`src/rtl/kpl_defs.vh`:
```
`ifndef KPL_DEFS_VH
`define KPL_DEFS_VH
// ****************
// Clock and timing
// ****************
`define KPL_CLK_HZ       100000000
`define KPL_KEY_FLT_MS   16
`define KPL_REG_DLY_US   1000
`define KPL_V3_DLY_US    1000
`define KPL_HOLD_MS      225
`define KPL_INJ_ARM_MS   225
`define KPL_STR_ARM_MS   600
`define KPL_PULSE_US     1000
`define KPL_CYC_PER_US   (`KPL_CLK_HZ / 1000000)
`define KPL_CYC_PER_MS   (`KPL_CLK_HZ / 1000)
// ****************
// Register map
// ****************
`define KPL_ADDR_W       4
`define KPL_REG_CTRL     4'h0
`define KPL_REG_CFG6     4'h1
`define KPL_REG_STAT     4'h2
`define KPL_REG_DRV      4'h3
// Control register fields
`define KPL_CTRL_LATCH_N 0
`define KPL_CTRL_REG_HOLD 1
`define KPL_CTRL_PERM    2
`define KPL_CTRL_TO_LSB  4
`define KPL_CTRL_RST     8'h01
// Config register six fields
`define KPL_CFG6_SEO_EN  0
`define KPL_CFG6_KRR_OPT 1
`define KPL_CFG6_RST     8'h00
`endif

```
`src/rtl/kpl_key_power_latch.v`:
```
// Local design decisions: the register offsets and the plain strobed port.
`timescale 1ns/1ps
// Operation
// - Filtered key high powers up; relay driver comes before the regulators.
// - Relay mode: bias comes with the relay; regulators wait for battery out of undervoltage.
// - Five-volt and tracking supplies a regulator delay after enable in the bias state.
// - Three-volt one millisecond after five-volt is good.
// - Permanent mode: bias on raw key, regulators after filter.
// - Enable = (key or latch without timeout) and battery ok.
// - Key low, latch inactive: off after filter time.
// - Active latch keeps power until software releases it or the selected latch timeout expires.
// - Latch timeout forces off; three-bit field selects it.
// - Raw and filtered key bits are readable.
// - All supplies drop together at power down.
// - Regulator hold 0 drops regulators with relay; 1 keeps them.
// - Held regulators run until battery undervoltage or regulator hold is cleared.
// - No latch or hold: key-off cuts injectors and starters.
// - Starters cut after hold delay only if still engine-off.
// - Hold granted after qualifying key-on time; re-armed each event.
// - Four or more watchdog errors withhold the hold; errors after arming leave it armed.
// - Hold touches only injector and starter drivers.
// - Key fall starts internal hold timer, about 225 ms.
// - Software still switches drivers during hold; configurable.
// - Key return during latch with option set pulses reset.
`include "kpl_defs.vh"
module kpl_key_power_latch #(
   parameter integer KEY_FLT_CYC = `KPL_KEY_FLT_MS * `KPL_CYC_PER_MS,
   parameter integer REG_DLY_CYC = `KPL_REG_DLY_US * `KPL_CYC_PER_US,
   parameter integer V3_DLY_CYC  = `KPL_V3_DLY_US * `KPL_CYC_PER_US,
   parameter integer HOLD_CYC    = `KPL_HOLD_MS * `KPL_CYC_PER_MS,
   parameter integer INJ_ARM_CYC = `KPL_INJ_ARM_MS * `KPL_CYC_PER_MS,
   parameter integer STR_ARM_CYC = `KPL_STR_ARM_MS * `KPL_CYC_PER_MS,
   parameter integer PULSE_CYC   = `KPL_PULSE_US * `KPL_CYC_PER_US,
   parameter integer TO_UNIT_CYC = 100 * `KPL_CYC_PER_MS,
   parameter integer CNT_W       = 32
) (
   input  wire                   i_ref_clk,
   input  wire                   i_sys_rst,
   input  wire                   i_key_above,
   input  wire                   i_battery_not_undervoltage,
   input  wire                   i_five_volt_not_undervoltage,
   input  wire                   i_wd_err_ge4,
   input  wire [3:0]             i_inj_cmd,
   input  wire [1:0]             i_str_cmd,
   input  wire [`KPL_ADDR_W-1:0] i_addr,
   input  wire [7:0]             i_wdata,
   input  wire                   i_wr,
   input  wire                   i_rd,
   output reg  [7:0]             o_rdata,
   output wire                   o_main_relay_driver,
   output wire                   o_bias_en,
   output wire                   o_five_volt_regulator,
   output wire                   o_three_volt_regulator,
   output wire                   o_sensor_tracking_supply,
   output wire                   o_reset_n,
   output wire [3:0]             o_inj_drv,
   output wire [1:0]             o_str_drv
);
   // ****************
   // States
   // ****************
   localparam [2:0] ST_OFF   = 3'h0;
   localparam [2:0] ST_BIAS  = 3'h1;
   localparam [2:0] ST_REGDL = 3'h2;
   localparam [2:0] ST_V3DL  = 3'h3;
   localparam [2:0] ST_ON    = 3'h4;
   localparam [2:0] ST_HOLD  = 3'h5;

   reg  [2:0]       st_r;
   reg  [2:0]       st_nxt;
   reg  [CNT_W-1:0] cnt_r;
   reg  [CNT_W-1:0] cnt_nxt;
   reg  [CNT_W-1:0] to_cnt_r;
   reg  [CNT_W-1:0] pulse_cnt_r;
   reg  [7:0]       ctrl_r;
   reg  [7:0]       cfg6_r;
   reg              to_exp_r;
   reg              krr_pulse_r;
   reg              key_flt_d_r;
   reg              bat_m_r;
   reg              bat_s_r;
   reg              v5_m_r;
   reg              v5_s_r;
   reg              wd_m_r;
   reg              wd_s_r;
   wire             key_raw;
   wire             key_flt;
   wire             latch_act;
   wire             enable;
   wire             inj_hold;
   wire             str_hold;
   wire [2:0]       to_sel;
   wire [CNT_W-1:0] to_lim;

   // ****************
   // Input conditioning
   // ****************
   kpl_sync_filter #(
      .FLT_CYC (KEY_FLT_CYC),
      .CNT_W   (CNT_W)
   ) u_key (
      .i_ref_clk (i_ref_clk),
      .i_sys_rst (i_sys_rst),
      .i_async   (i_key_above),
      .o_sync    (key_raw),
      .o_filt    (key_flt)
   );

   // Analog comparators live outside this clock, hence two stages
   always @(posedge i_ref_clk) begin
      if (i_sys_rst) begin
         bat_m_r <= 1'b0;
         bat_s_r <= 1'b0;
         v5_m_r  <= 1'b0;
         v5_s_r  <= 1'b0;
         wd_m_r  <= 1'b0;
         wd_s_r  <= 1'b0;
      end else begin
         bat_m_r <= i_battery_not_undervoltage;
         bat_s_r <= bat_m_r;
         v5_m_r  <= i_five_volt_not_undervoltage;
         v5_s_r  <= v5_m_r;
         wd_m_r  <= i_wd_err_ge4;
         wd_s_r  <= wd_m_r;
      end
   end

   // ****************
   // Global enable and latch timeout
   // ****************
   assign latch_act = ~ctrl_r[`KPL_CTRL_LATCH_N];
   assign enable    = (key_flt | (latch_act & ~to_exp_r)) & bat_s_r;
   assign to_sel    = ctrl_r[`KPL_CTRL_TO_LSB +: 3];
   // Select 0 disables the timeout; n gives n units of TO_UNIT_CYC
   assign to_lim    = to_sel * TO_UNIT_CYC[CNT_W-1:0];

   // Timeout runs only while the latch alone keeps the device alive
   always @(posedge i_ref_clk) begin
      if (i_sys_rst) begin
         to_cnt_r <= {CNT_W{1'b0}};
         to_exp_r <= 1'b0;
      end else if (~latch_act | key_flt) begin
         to_cnt_r <= {CNT_W{1'b0}};
         to_exp_r <= 1'b0;
      end else if ((to_sel != 3'h0) & ~to_exp_r) begin
         if (to_cnt_r >= to_lim - 1'b1)
            to_exp_r <= 1'b1;
         else
            to_cnt_r <= to_cnt_r + 1'b1;
      end
   end

   // ****************
   // Power sequencer
   // ****************
   always @* begin
      st_nxt  = st_r;
      cnt_nxt = cnt_r + 1'b1;
      case (st_r)
         ST_OFF: begin
            cnt_nxt = {CNT_W{1'b0}};
            if (key_flt | (ctrl_r[`KPL_CTRL_PERM] & key_raw & bat_s_r))
               st_nxt = ST_BIAS;
         end
         ST_BIAS: begin
            cnt_nxt = {CNT_W{1'b0}};
            // Relay must close before battery can be seen, so wait on key only
            if (~key_flt & ~(ctrl_r[`KPL_CTRL_PERM] & key_raw))
               st_nxt = ST_OFF;
            else if (enable)
               st_nxt = ST_REGDL;
         end
         ST_REGDL: begin
            if (cnt_r == REG_DLY_CYC[CNT_W-1:0] - 1'b1) begin
               st_nxt  = ST_V3DL;
               cnt_nxt = {CNT_W{1'b0}};
            end
         end
         ST_V3DL: begin
            if (~v5_s_r)
               cnt_nxt = {CNT_W{1'b0}};
            else if (cnt_r == V3_DLY_CYC[CNT_W-1:0] - 1'b1)
               st_nxt = ST_ON;
         end
         ST_ON: begin
            cnt_nxt = {CNT_W{1'b0}};
         end
         ST_HOLD: begin
            cnt_nxt = {CNT_W{1'b0}};
            if (~ctrl_r[`KPL_CTRL_REG_HOLD] | ~bat_s_r)
               st_nxt = ST_OFF;
            else if (enable)
               st_nxt = ST_ON;
         end
         default: begin
            st_nxt  = ST_OFF;
            cnt_nxt = {CNT_W{1'b0}};
         end
      endcase
      // Switch-off from REGDL, V3DL or ON; without regulator hold all supplies drop in one edge
      if (~enable & (st_r >= ST_REGDL) & (st_r != ST_HOLD)) begin
         cnt_nxt = {CNT_W{1'b0}};
         if (ctrl_r[`KPL_CTRL_REG_HOLD] & bat_s_r)
            st_nxt = ST_HOLD;
         else
            st_nxt = ST_OFF;
      end
   end

   always @(posedge i_ref_clk) begin
      if (i_sys_rst) begin
         st_r  <= ST_OFF;
         cnt_r <= {CNT_W{1'b0}};
      end else begin
         st_r  <= st_nxt;
         cnt_r <= cnt_nxt;
      end
   end

   // Relay follows the filtered key in BIAS and is held on from REGDL, so it leads every regulator
   assign o_main_relay_driver      = (st_r == ST_BIAS) ? key_flt :
                                     (st_r != ST_OFF) & (st_r != ST_HOLD);
   assign o_bias_en                = (st_r != ST_OFF);
   assign o_five_volt_regulator    = (st_r >= ST_V3DL);
   assign o_sensor_tracking_supply = (st_r >= ST_V3DL);
   assign o_three_volt_regulator   = (st_r >= ST_ON);

   // ****************
   // Reset output and key-return pulse
   // ****************
   always @(posedge i_ref_clk) begin
      if (i_sys_rst) begin
         key_flt_d_r <= 1'b0;
         krr_pulse_r <= 1'b0;
         pulse_cnt_r <= {CNT_W{1'b0}};
      end else begin
         key_flt_d_r <= key_flt;
         if (~key_flt_d_r & key_flt & latch_act & cfg6_r[`KPL_CFG6_KRR_OPT] & (st_r == ST_ON)
             & ~krr_pulse_r) begin
            krr_pulse_r <= 1'b1;
            pulse_cnt_r <= {CNT_W{1'b0}};
         end else if (krr_pulse_r) begin
            if (pulse_cnt_r == PULSE_CYC[CNT_W-1:0] - 1'b1)
               krr_pulse_r <= 1'b0;
            else
               pulse_cnt_r <= pulse_cnt_r + 1'b1;
         end
      end
   end

   // Reset held while five-volt supply is absent or not good
   assign o_reset_n = o_five_volt_regulator & v5_s_r & ~krr_pulse_r
                      | (st_r == ST_HOLD) & v5_s_r;

   // ****************
   // Secure engine-off for injectors and starters
   // ****************
   kpl_seo_chan #(
      .ARM_CYC  (INJ_ARM_CYC),
      .HOLD_CYC (HOLD_CYC),
      .CNT_W    (CNT_W),
      .N        (4)
   ) u_inj (
      .i_ref_clk (i_ref_clk),
      .i_sys_rst (i_sys_rst),
      .i_key_flt (key_flt),
      .i_wd_ok   (~wd_s_r),
      .i_seo_en  (cfg6_r[`KPL_CFG6_SEO_EN]),
      .i_drv_cmd (i_inj_cmd),
      .o_drv     (o_inj_drv),
      .o_armed   (),
      .o_holding (inj_hold)
   );

   // Only injector and starter groups go through the hold logic
   kpl_seo_chan #(
      .ARM_CYC  (STR_ARM_CYC),
      .HOLD_CYC (HOLD_CYC),
      .CNT_W    (CNT_W),
      .N        (2)
   ) u_str (
      .i_ref_clk (i_ref_clk),
      .i_sys_rst (i_sys_rst),
      .i_key_flt (key_flt),
      .i_wd_ok   (~wd_s_r),
      .i_seo_en  (cfg6_r[`KPL_CFG6_SEO_EN]),
      .i_drv_cmd (i_str_cmd),
      .o_drv     (o_str_drv),
      .o_armed   (),
      .o_holding (str_hold)
   );

   // ****************
   // Register port
   // ****************
   always @(posedge i_ref_clk) begin
      if (i_sys_rst) begin
         ctrl_r <= `KPL_CTRL_RST;
         cfg6_r <= `KPL_CFG6_RST;
      end else if (i_wr) begin
         if (i_addr == `KPL_REG_CTRL)
            ctrl_r <= i_wdata;
         if (i_addr == `KPL_REG_CFG6)
            cfg6_r <= i_wdata;
      end
   end

   // Read data valid the cycle after the strobe only
   always @(posedge i_ref_clk) begin
      if (i_sys_rst) begin
         o_rdata <= 8'h00;
      end else if (i_rd) begin
         case (i_addr)
            `KPL_REG_CTRL: o_rdata <= ctrl_r;
            `KPL_REG_CFG6: o_rdata <= cfg6_r;
            `KPL_REG_STAT: o_rdata <= {~o_reset_n, to_exp_r, o_three_volt_regulator,
                                       o_five_volt_regulator, o_main_relay_driver,
                                       enable, key_flt, key_raw};
            `KPL_REG_DRV:  o_rdata <= {2'h0, str_hold, inj_hold, 4'h0};
            default:       o_rdata <= 8'h00;
         endcase
      end else begin
         o_rdata <= 8'h00;
      end
   end
endmodule

```
`src/rtl/kpl_sync_filter.v`:
```
`timescale 1ns/1ps
// ****************
// Two-stage synchroniser plus stability filter
// ****************
module kpl_sync_filter #(
   parameter integer FLT_CYC = 1600000,
   parameter integer CNT_W   = 21
) (
   input  wire i_ref_clk,
   input  wire i_sys_rst,
   input  wire i_async,
   output wire o_sync,
   output reg  o_filt
);
   reg             meta_r;
   reg             sync_r;
   reg [CNT_W-1:0] cnt_r;

   // Second stage only is read by logic
   always @(posedge i_ref_clk) begin
      if (i_sys_rst) begin
         meta_r <= 1'b0;
         sync_r <= 1'b0;
      end else begin
         meta_r <= i_async;
         sync_r <= meta_r;
      end
   end
   assign o_sync = sync_r;

   // Any bounce restarts the count, so the output moves only on a stable level
   always @(posedge i_ref_clk) begin
      if (i_sys_rst) begin
         cnt_r  <= {CNT_W{1'b0}};
         o_filt <= 1'b0;
      end else if (sync_r == o_filt) begin
         cnt_r <= {CNT_W{1'b0}};
      end else if (cnt_r == FLT_CYC[CNT_W-1:0] - 1'b1) begin
         cnt_r  <= {CNT_W{1'b0}};
         o_filt <= sync_r;
      end else begin
         cnt_r <= cnt_r + 1'b1;
      end
   end
endmodule

```
`src/rtl/kpl_seo_chan.v`:
```
`timescale 1ns/1ps
// ****************
// Secure engine-off hold for one driver group
// ****************
module kpl_seo_chan #(
   parameter integer ARM_CYC  = 22500000,
   parameter integer HOLD_CYC = 22500000,
   parameter integer CNT_W    = 27,
   parameter integer N        = 4
) (
   input  wire         i_ref_clk,
   input  wire         i_sys_rst,
   input  wire         i_key_flt,
   input  wire         i_wd_ok,
   input  wire         i_seo_en,
   input  wire [N-1:0] i_drv_cmd,
   output wire [N-1:0] o_drv,
   output wire         o_armed,
   output wire         o_holding
);
   reg [CNT_W-1:0] arm_cnt_r;
   reg             armed_r;
   reg [CNT_W-1:0] hold_cnt_r;
   reg             hold_r;
   reg             key_d_r;
   wire            qual = i_key_flt & i_wd_ok & (|i_drv_cmd);

   // Arming: key on, watchdog served, driver on, all together long enough
   always @(posedge i_ref_clk) begin
      if (i_sys_rst) begin
         arm_cnt_r <= {CNT_W{1'b0}};
         armed_r   <= 1'b0;
      end else if (hold_r | (key_d_r & ~i_key_flt)) begin
         arm_cnt_r <= {CNT_W{1'b0}}; // re-arm needed after each event
         armed_r   <= 1'b0;
      end else if (~qual) begin
         arm_cnt_r <= {CNT_W{1'b0}};
      end else if (arm_cnt_r == ARM_CYC[CNT_W-1:0] - 1'b1) begin
         armed_r <= 1'b1;
      end else if (~armed_r) begin
         arm_cnt_r <= arm_cnt_r + 1'b1;
      end
   end

   // Hold timer on the reference clock, no software involvement
   always @(posedge i_ref_clk) begin
      if (i_sys_rst) begin
         key_d_r    <= 1'b0;
         hold_r     <= 1'b0;
         hold_cnt_r <= {CNT_W{1'b0}};
      end else begin
         key_d_r <= i_key_flt;
         if (key_d_r & ~i_key_flt & armed_r & i_seo_en) begin
            hold_r     <= 1'b1;
            hold_cnt_r <= {CNT_W{1'b0}};
         end else if (hold_r & i_key_flt) begin
            hold_r <= 1'b0; // condition gone, no cut
         end else if (hold_r & (hold_cnt_r == HOLD_CYC[CNT_W-1:0] - 1'b1)) begin
            hold_r <= 1'b0;
         end else if (hold_r) begin
            hold_cnt_r <= hold_cnt_r + 1'b1;
         end
      end
   end

   // Software still switches drivers during hold
   // Key-fall edge term bridges the cycle before hold_r is set
   assign o_drv     = (i_key_flt | hold_r | (key_d_r & armed_r & i_seo_en)) ?
                      i_drv_cmd : {N{1'b0}};
   assign o_armed   = armed_r;
   assign o_holding = hold_r;
endmodule

```
`config.mk`:
```
export PLATFORM = sky130hd
export DESIGN_NAME = kpl_key_power_latch
export DESIGN_NICKNAME = d
export VERILOG_FILES = /design/src/rtl/kpl_key_power_latch.v /design/src/rtl/kpl_sync_filter.v /design/src/rtl/kpl_seo_chan.v
export VERILOG_INCLUDE_DIRS = /design/src /design/src/rtl
export SDC_FILE = /design/constraint.sdc
export NUM_CORES = 1
export LEC_CHECK = 0
export BUFFER_PORTS_ARGS = -buffer_cell sky130_fd_sc_hd__buf_2
export CORE_MARGIN = 2
export CORE_UTILIZATION = 40
export CTS_BUF_LIST = sky130_fd_sc_hd__clkbuf_4
export DETAILED_ROUTE_END_ITERATION = 6
export GPL_TIMING_DRIVEN = 0
export PLACE_DENSITY = 0.51
export REMOVE_ABC_BUFFERS = 1
export SLEW_MARGIN = 40
export SYNTH_ARGS = -nofsm -noshare
export SYNTH_HDL_FRONTEND = slang
export SYNTH_SLANG_ARGS = --single-unit
```
`constraint.sdc`:
```
create_clock -name i_ref_clk -period 9.7 [get_ports i_ref_clk]
set_input_delay 1.455 -clock i_ref_clk [delete_from_list [all_inputs] [get_ports i_ref_clk]]
set_output_delay 1.455 -clock i_ref_clk [all_outputs]
set_load 0.005 [all_outputs]
```
# == After elaboration in Yosys (flattened, before gate mapping) ==
# Index checks and enable logic that the tools add are counted.
# totals
mem_bits_ro,0
mem_count,0
in_bits,26
register_bits,299
latchBits,0
ramBits,0
# op_classes
mux,27
n_div,0
shift,0
order_cmp,4
multipliers,1
addsub,9
n_eq_ne,24
reduce_logical,32
n_bitwise,70
# ops
op,count
adder 32 x 1 -> 32 bit (second input constant),8
equality test 32 x 25 -> 1 bit (second input constant),3
equality test 32 x 17 -> 1 bit (second input constant),2
2-to-1 mux 32 bit,2
case mux 32 bit (2 select lines),1
bitwise AND 1 bit,34
equality test 32 x 21 -> 1 bit (second input constant),1
equality test 32 x 26 -> 1 bit (second input constant),1
>= comparator 32 bit,1
case mux 8 bit (4 select lines),1
2-to-1 mux 3 bit,10
subtractor 27 x 1 -> 28 bit (second input constant),1
NOT 1 bit,25
multiplier 3 x 17 -> 20 bit (second input constant),1
AND reduction 2 bit,10
case mux 3 bit (6 select lines),1
OR reduction 2 bit,9
!= test 3 bit (second input constant),5
nonzero test 3 bit,4
OR 1 bit,11
2-to-1 mux 1 bit,10
OR reduction 3 bit,3
equality test 4 x 2 -> 1 bit (second input constant),2
!= test 4 bit (second input constant),2
other kinds (15),19

# == Longest topological paths before layout ==
# logic_depth
depth_word,9
mapped_depth,22
mapped_depth_nobuf,20

# == Modules after synthesis ==
# From an unflattened synthesis, not the netlist that was laid out.
# hier_totals
hier_cells,1893
area_unflattened_um2,16180.5
# by_module_without_submodules
module,area_per_inst_um2,cells_per_inst,seq_area_each_um2,n_inst
kpl_key_power_latch,7726.2,895,2642.5,1
kpl_seo_chan (u_str),3412.0,417,1341.3,1
kpl_seo_chan (u_inj),3251.9,385,1341.3,1
kpl_sync_filter,1790.5,196,700.7,1

# == Worst setup path before layout ==
# OpenSTA, ideal clock, no wires.
# synth_timing
path_kind,reg2reg
from,register ctrl_r[5]
to,register to_cnt_r[24]
setup_time_ns,0.128
arrival_ns,4.527
path_slack_ns,5.045
stages_incl_launch_ff,22
required_time_ns,9.572
path_cell_list,dfxtp_1 buf_2 inv_1 ha_1 inv_1 ha_1 a21oi_1 o21ai_1 mux2_2 o311ai_0 nand3_1 nor2_1 xnor2_1 ha_1 and3_1 a22o_1 o21ai_0 nand4_1 clkbuf_1 nor4_1 xnor2_1 nor2_1
# synth_between
elab_chain_cells,5
elab_cells_between_ends,7
classes_between,add/sub: 1; mul: 1; order compare: 1; bitwise: 2; reduce/logical: 2
# synth_rtl
element,line,text
start: declaration,kpl_key_power_latch.v:75,reg [7:0] ctrl_r;
start signal: assignment,kpl_key_power_latch.v:298,ctrl_r <= `KPL_CTRL_RST;
start signal: assignment,kpl_key_power_latch.v:302,ctrl_r <= i_wdata;
multiplier 3 x 17 -> 20 bit,kpl_key_power_latch.v:135,assign to_lim = to_sel * TO_UNIT_CYC[CNT_W-1:0];
subtractor 27 x 1 -> 28 bit,kpl_key_power_latch.v:146,if (to_cnt_r >= to_lim - 1'b1)
>= comparator 32 bit,kpl_key_power_latch.v:146,
NOT 1 bit (no line),-,
AND reduction 2 bit (no line) (*),-,
end signal: assignment,kpl_key_power_latch.v:140,to_cnt_r <= {CNT_W{1'b0}};
end signal: assignment,kpl_key_power_latch.v:143,to_cnt_r <= {CNT_W{1'b0}};
end signal: assignment,kpl_key_power_latch.v:149,to_cnt_r <= to_cnt_r + 1'b1;
end: declaration,kpl_key_power_latch.v:73,reg [CNT_W-1:0] to_cnt_r;
# Mark *: on every way between the ends. The rest lies on a longest branch, timed or not.
# A chain may end at the register's enable or synchronous reset.

# == Worst setup path in the final report ==
# layout_timing
from,register ctrl_r[4]
to,register to_cnt_r[28]
# Same word-level chain as after synthesis.

==> summary.txt <==
Outcome
  – Outcome: complete, no violations

Timing
  – Final min period: about 6.0 ns
  – Setup tns final: 0 ns
  – Fin. Hold Viols: 0
  – Final Max Tran Viols: 0
  – Max Clk Rate: 0.1668 GHz
  – Clock Skews: 0.04689 ns
  – Part of the cycle the worst path needs: about 62%
  – RSZ-0062 raised after global routing: no
  – Final setup violation count: 0
  – Worst slew pin tran: about 0.73 ns
  – Max_slew headroom: 51.36%

Min path
  – Worst hold path class: register to register
  – Min-Delay Path Depth: 1

Finish
  – Fillers: 3781
  – Final Instance Count excl. Fillers: between 2000 and 2500
  – Area occupied by multi-input gates: roughly 8600 sq um
  – Share of cells above drive strength 1: between 10% and 20%
  – Final instance area: ~17000 sq um
  – Reg area: 5986 sq um
  – Syn-to-layout area delta: 11.14%
  – Nets: 1922

Route
  – Final ANT Viol Nets: 0
  – Drt initial violations: 620
  – Routed len/inst: around 14 um
  – Vias: approximately 12000
  – DRT Pass-1 Iters: 5
  – Residual DRC count: 0
  – Vias per cell: slightly above 5
  – WL final: between 30 and 40 mm

Critical path
  – CP Capture Type: register
  – Crit path kind: register to register
  – CP startpoint kind: register
  – Critical path peak fanout: 31
  – Worst endpoint required time: slightly above 10 ns
  – Worst r2r path cells: 17
  – Arrival @ worst endpoint: 6.68 ns

Yosys
  – Synth cell types: 76
  – Top_reg_cell synth: dfxtp_1
  – Cells after Synth: 1778
  – Synth top area cells: dfxtp_1 40%, nor2_1 8.3%, xnor2_1 8.1%
  – Synth area leader: dfxtp_1
  – Cell with the most instances after synthesis: nor2_1
  – Synth warn: 0
  – #FFs+latches synth: around 300
  – Cell area after synthesis: ~15000 sq um
  – Share of the synthesized area in the top cell type: approximately two fifths
  – Ys async rst share: 0%
  – Post-synthesis average cell area: approximately 8.4 sq um
  – Register area share after synthesis: about two fifths
  – Number of flops mapped to enable cells by yosys: 0
  – Top cells by count, synth: 330 x nor2_1, 299 x dfxtp_1, 138 x xnor2_1

Global routing
  – Vias in the first global route: approximately 12000
  – Global Route met1 Usage: a little under a quarter
  – Pin count of the biggest net entering global routing: 42
  – Grt total ovfl: 0
  – Busiest layer in global routing: met2
  – Met2 Track Usage GR: between 20% and 30%
  – First-pass GRT wire length: 56.64 mm
  – Gr usage total: 17.46%
  – Antenna violations before repair: 4
  – Met3 GRT Util: 4.173%

Clock network
  – CTS Buffer Depth: 3
  – Hold buffer count at cts: 0
  – CTS tree: done
  – Post_cts resized: 0
  – Clock slew at reported path FFs: approximately 0.070 ns
  – Post-CTS Setup Bufs: 0
  – CTS Sinks: about 300
  – Clk Latency, worst-skew pair: approximately 0.76 ns
  – CTS Buf Count: 86
  – CTS Root Buffer Type: clkbuf_4
  – Htree depth: 3

Placement
  – Routability congestion estimate: 0.8013
  – Placed cell area: 15650 sq um
  – Dpl hpwl: between 20 and 25 mm
  – Post-placement cell count: 2229
  – Port bufs: 45

Pwr
  – Maximum VDD drop: about 76 uV
  – Sw Ratio: 24.16%
  – Net Switching: between 0.5 and 0.6 mW
  – Internal power: approximately 1.8 mW
  – Power Density: around 150 nW/um^2
  – Sequential power share: between 50% and 60%
  – Clk network pwr share: 46.0%
  – Static leakage: between 5 and 6 nW
  – Logic pwr share: under 10%

Floorplanning
  – IO Pins: 46
  – Die area: 39100 sq um
  – # rows: 70
  – Die H: roughly 200 um
  – Die Width: between 150 and 200 um
  – Floorplan core area: 36790 sq um
  – Initial Utilization: 40.82%

Job
  – Total of max-cap violations: 0
==> final timing paths <==
| path | startpoint | endpoint | slack, ns |
|---|---|---|---|
| max | ctrl_r[4]$_SDFFE_PP0P_ | to_cnt_r[28]$_SDFFE_PP0P_ | 3.70 |
| min | v5_m_r$_SDFF_PP0_ | v5_s_r$_SDFF_PP0_ | 0.44 |
| max reg2reg | ctrl_r[4]$_SDFFE_PP0P_ | to_cnt_r[28]$_SDFFE_PP0P_ | 3.70 |
| min reg2reg | v5_m_r$_SDFF_PP0_ | v5_s_r$_SDFF_PP0_ | 0.44 |
==> cell type report <==
cell class                 count  share of cell area [%]
inverter                      50                   1.125
tap                          468                   3.509
sequential                   299                   35.87
clock inverter                20                  0.5249
antenna                        1                 0.01500
clock buffer                 123                   5.533
multi-input combinational   1364                   51.65
timing repair buffer          49                   1.770
==> cell families (layout without fill, tap and decap cells) <==
| group | count (synthesis) | count (layout) | share of synthesized area [%] |
|---|---|---|---|
| compound gates | 143 | 143 | 5.658 |
| xor+xnor | 241 | 241 | 14.16 |
| fa+ha+maj | 46 | 46 | 3.883 |
| buf+inv | 115 | 242 | 3.117 |
| flops | 299 | 299 | 39.87 |
| mux | 31 | 31 | 2.242 |
| other cells | 0 | 1 | 0 |
| simple gates | 903 | 903 | 31.07 |
==> cells in the final DEF (no fill, tap or decap), types with 15 or more instances in the layout <==
cell        n
nor2_1    330
inv_1      50
and2_1     15
xnor2_1   138
o21ai_0    35
mux2i_1    28
nor4_1     44
or3_1      27
nor3_1     41
and4_1     25
nand4_1    58
xor2_1    101
ha_1       45
dfxtp_1   299
nor2b_1    34
nand3_1    89
clkbuf_4  123
and3_1     44
a21oi_1    60
nand2_1   116
clkinv_1   15
buf_2      45
==> power by group through the flow <==
stage	Combinational (mW)	Sequential [mW]	Clock (mW)
after CTS	0.0722	1.24	1.17
after floorplan	0.0460	1.26	0
after global placement	0.0698	1.26	0
final	0.0723	1.24	1.11
after global routing	0.0816	1.24	1.24
after detailed placement	0.0717	1.26	0
==> sequential cells by signal, summed over array words and instances, names as in the netlist, 3 cells and up <==
name / count
u_inj.arm_cnt_r: 32
ctrl_r: 8
u_key.cnt_r: 32
pulse_cnt_r: 32
to_cnt_r: 32
o_rdata: 8
u_inj.hold_cnt_r: 32
u_str.hold_cnt_r: 32
u_str.arm_cnt_r: 32
cfg6_r: 8
cnt_r: 32
st_r: 3
==> layer usage <==
metal | vias to the layer above | share of wire, %
met3 | 78 | 4.6
met5 | - | 0
met4 | 0 | 2.6
met1 | 5692 | 50
li1 | 6341 | -
met2 | 216 | 43
==> metrics by stage <==
step	setup slack (ns)	utilization, %	total power, mW	hold slack [ns]
global route	3.218	45.36	2.554	0.4605
finish	3.703	45.36	2.421	0.4367
global placement	3.412	42.26	1.333	0.4177
CTS	3.733	45.28	2.478	0.4368
floorplan	4.640	-	1.307	0.4138
detailed placement	3.732	42.53	1.335	0.4278
==> worst max-delay path, stage by stage (launching register included) <==
cell and delay (ns):
dfxtp_1 0.77, inv_1 0.27, ha_1 0.47, ha_1 0.22
inv_1 0.06, fa_1 0.44, xor2_1 0.33, nand3_1 0.21
nor3b_1 0.21, and4b_1 0.24, nand4_1 0.25, ha_1 0.42
nand4_1 0.17, nor4_1 0.43, o2111a_2 0.70, and4bb_2 0.35
a31o_2 0.25, a21oi_1 0.12
No activity file was read; power rests on OpenSTA's default activity.
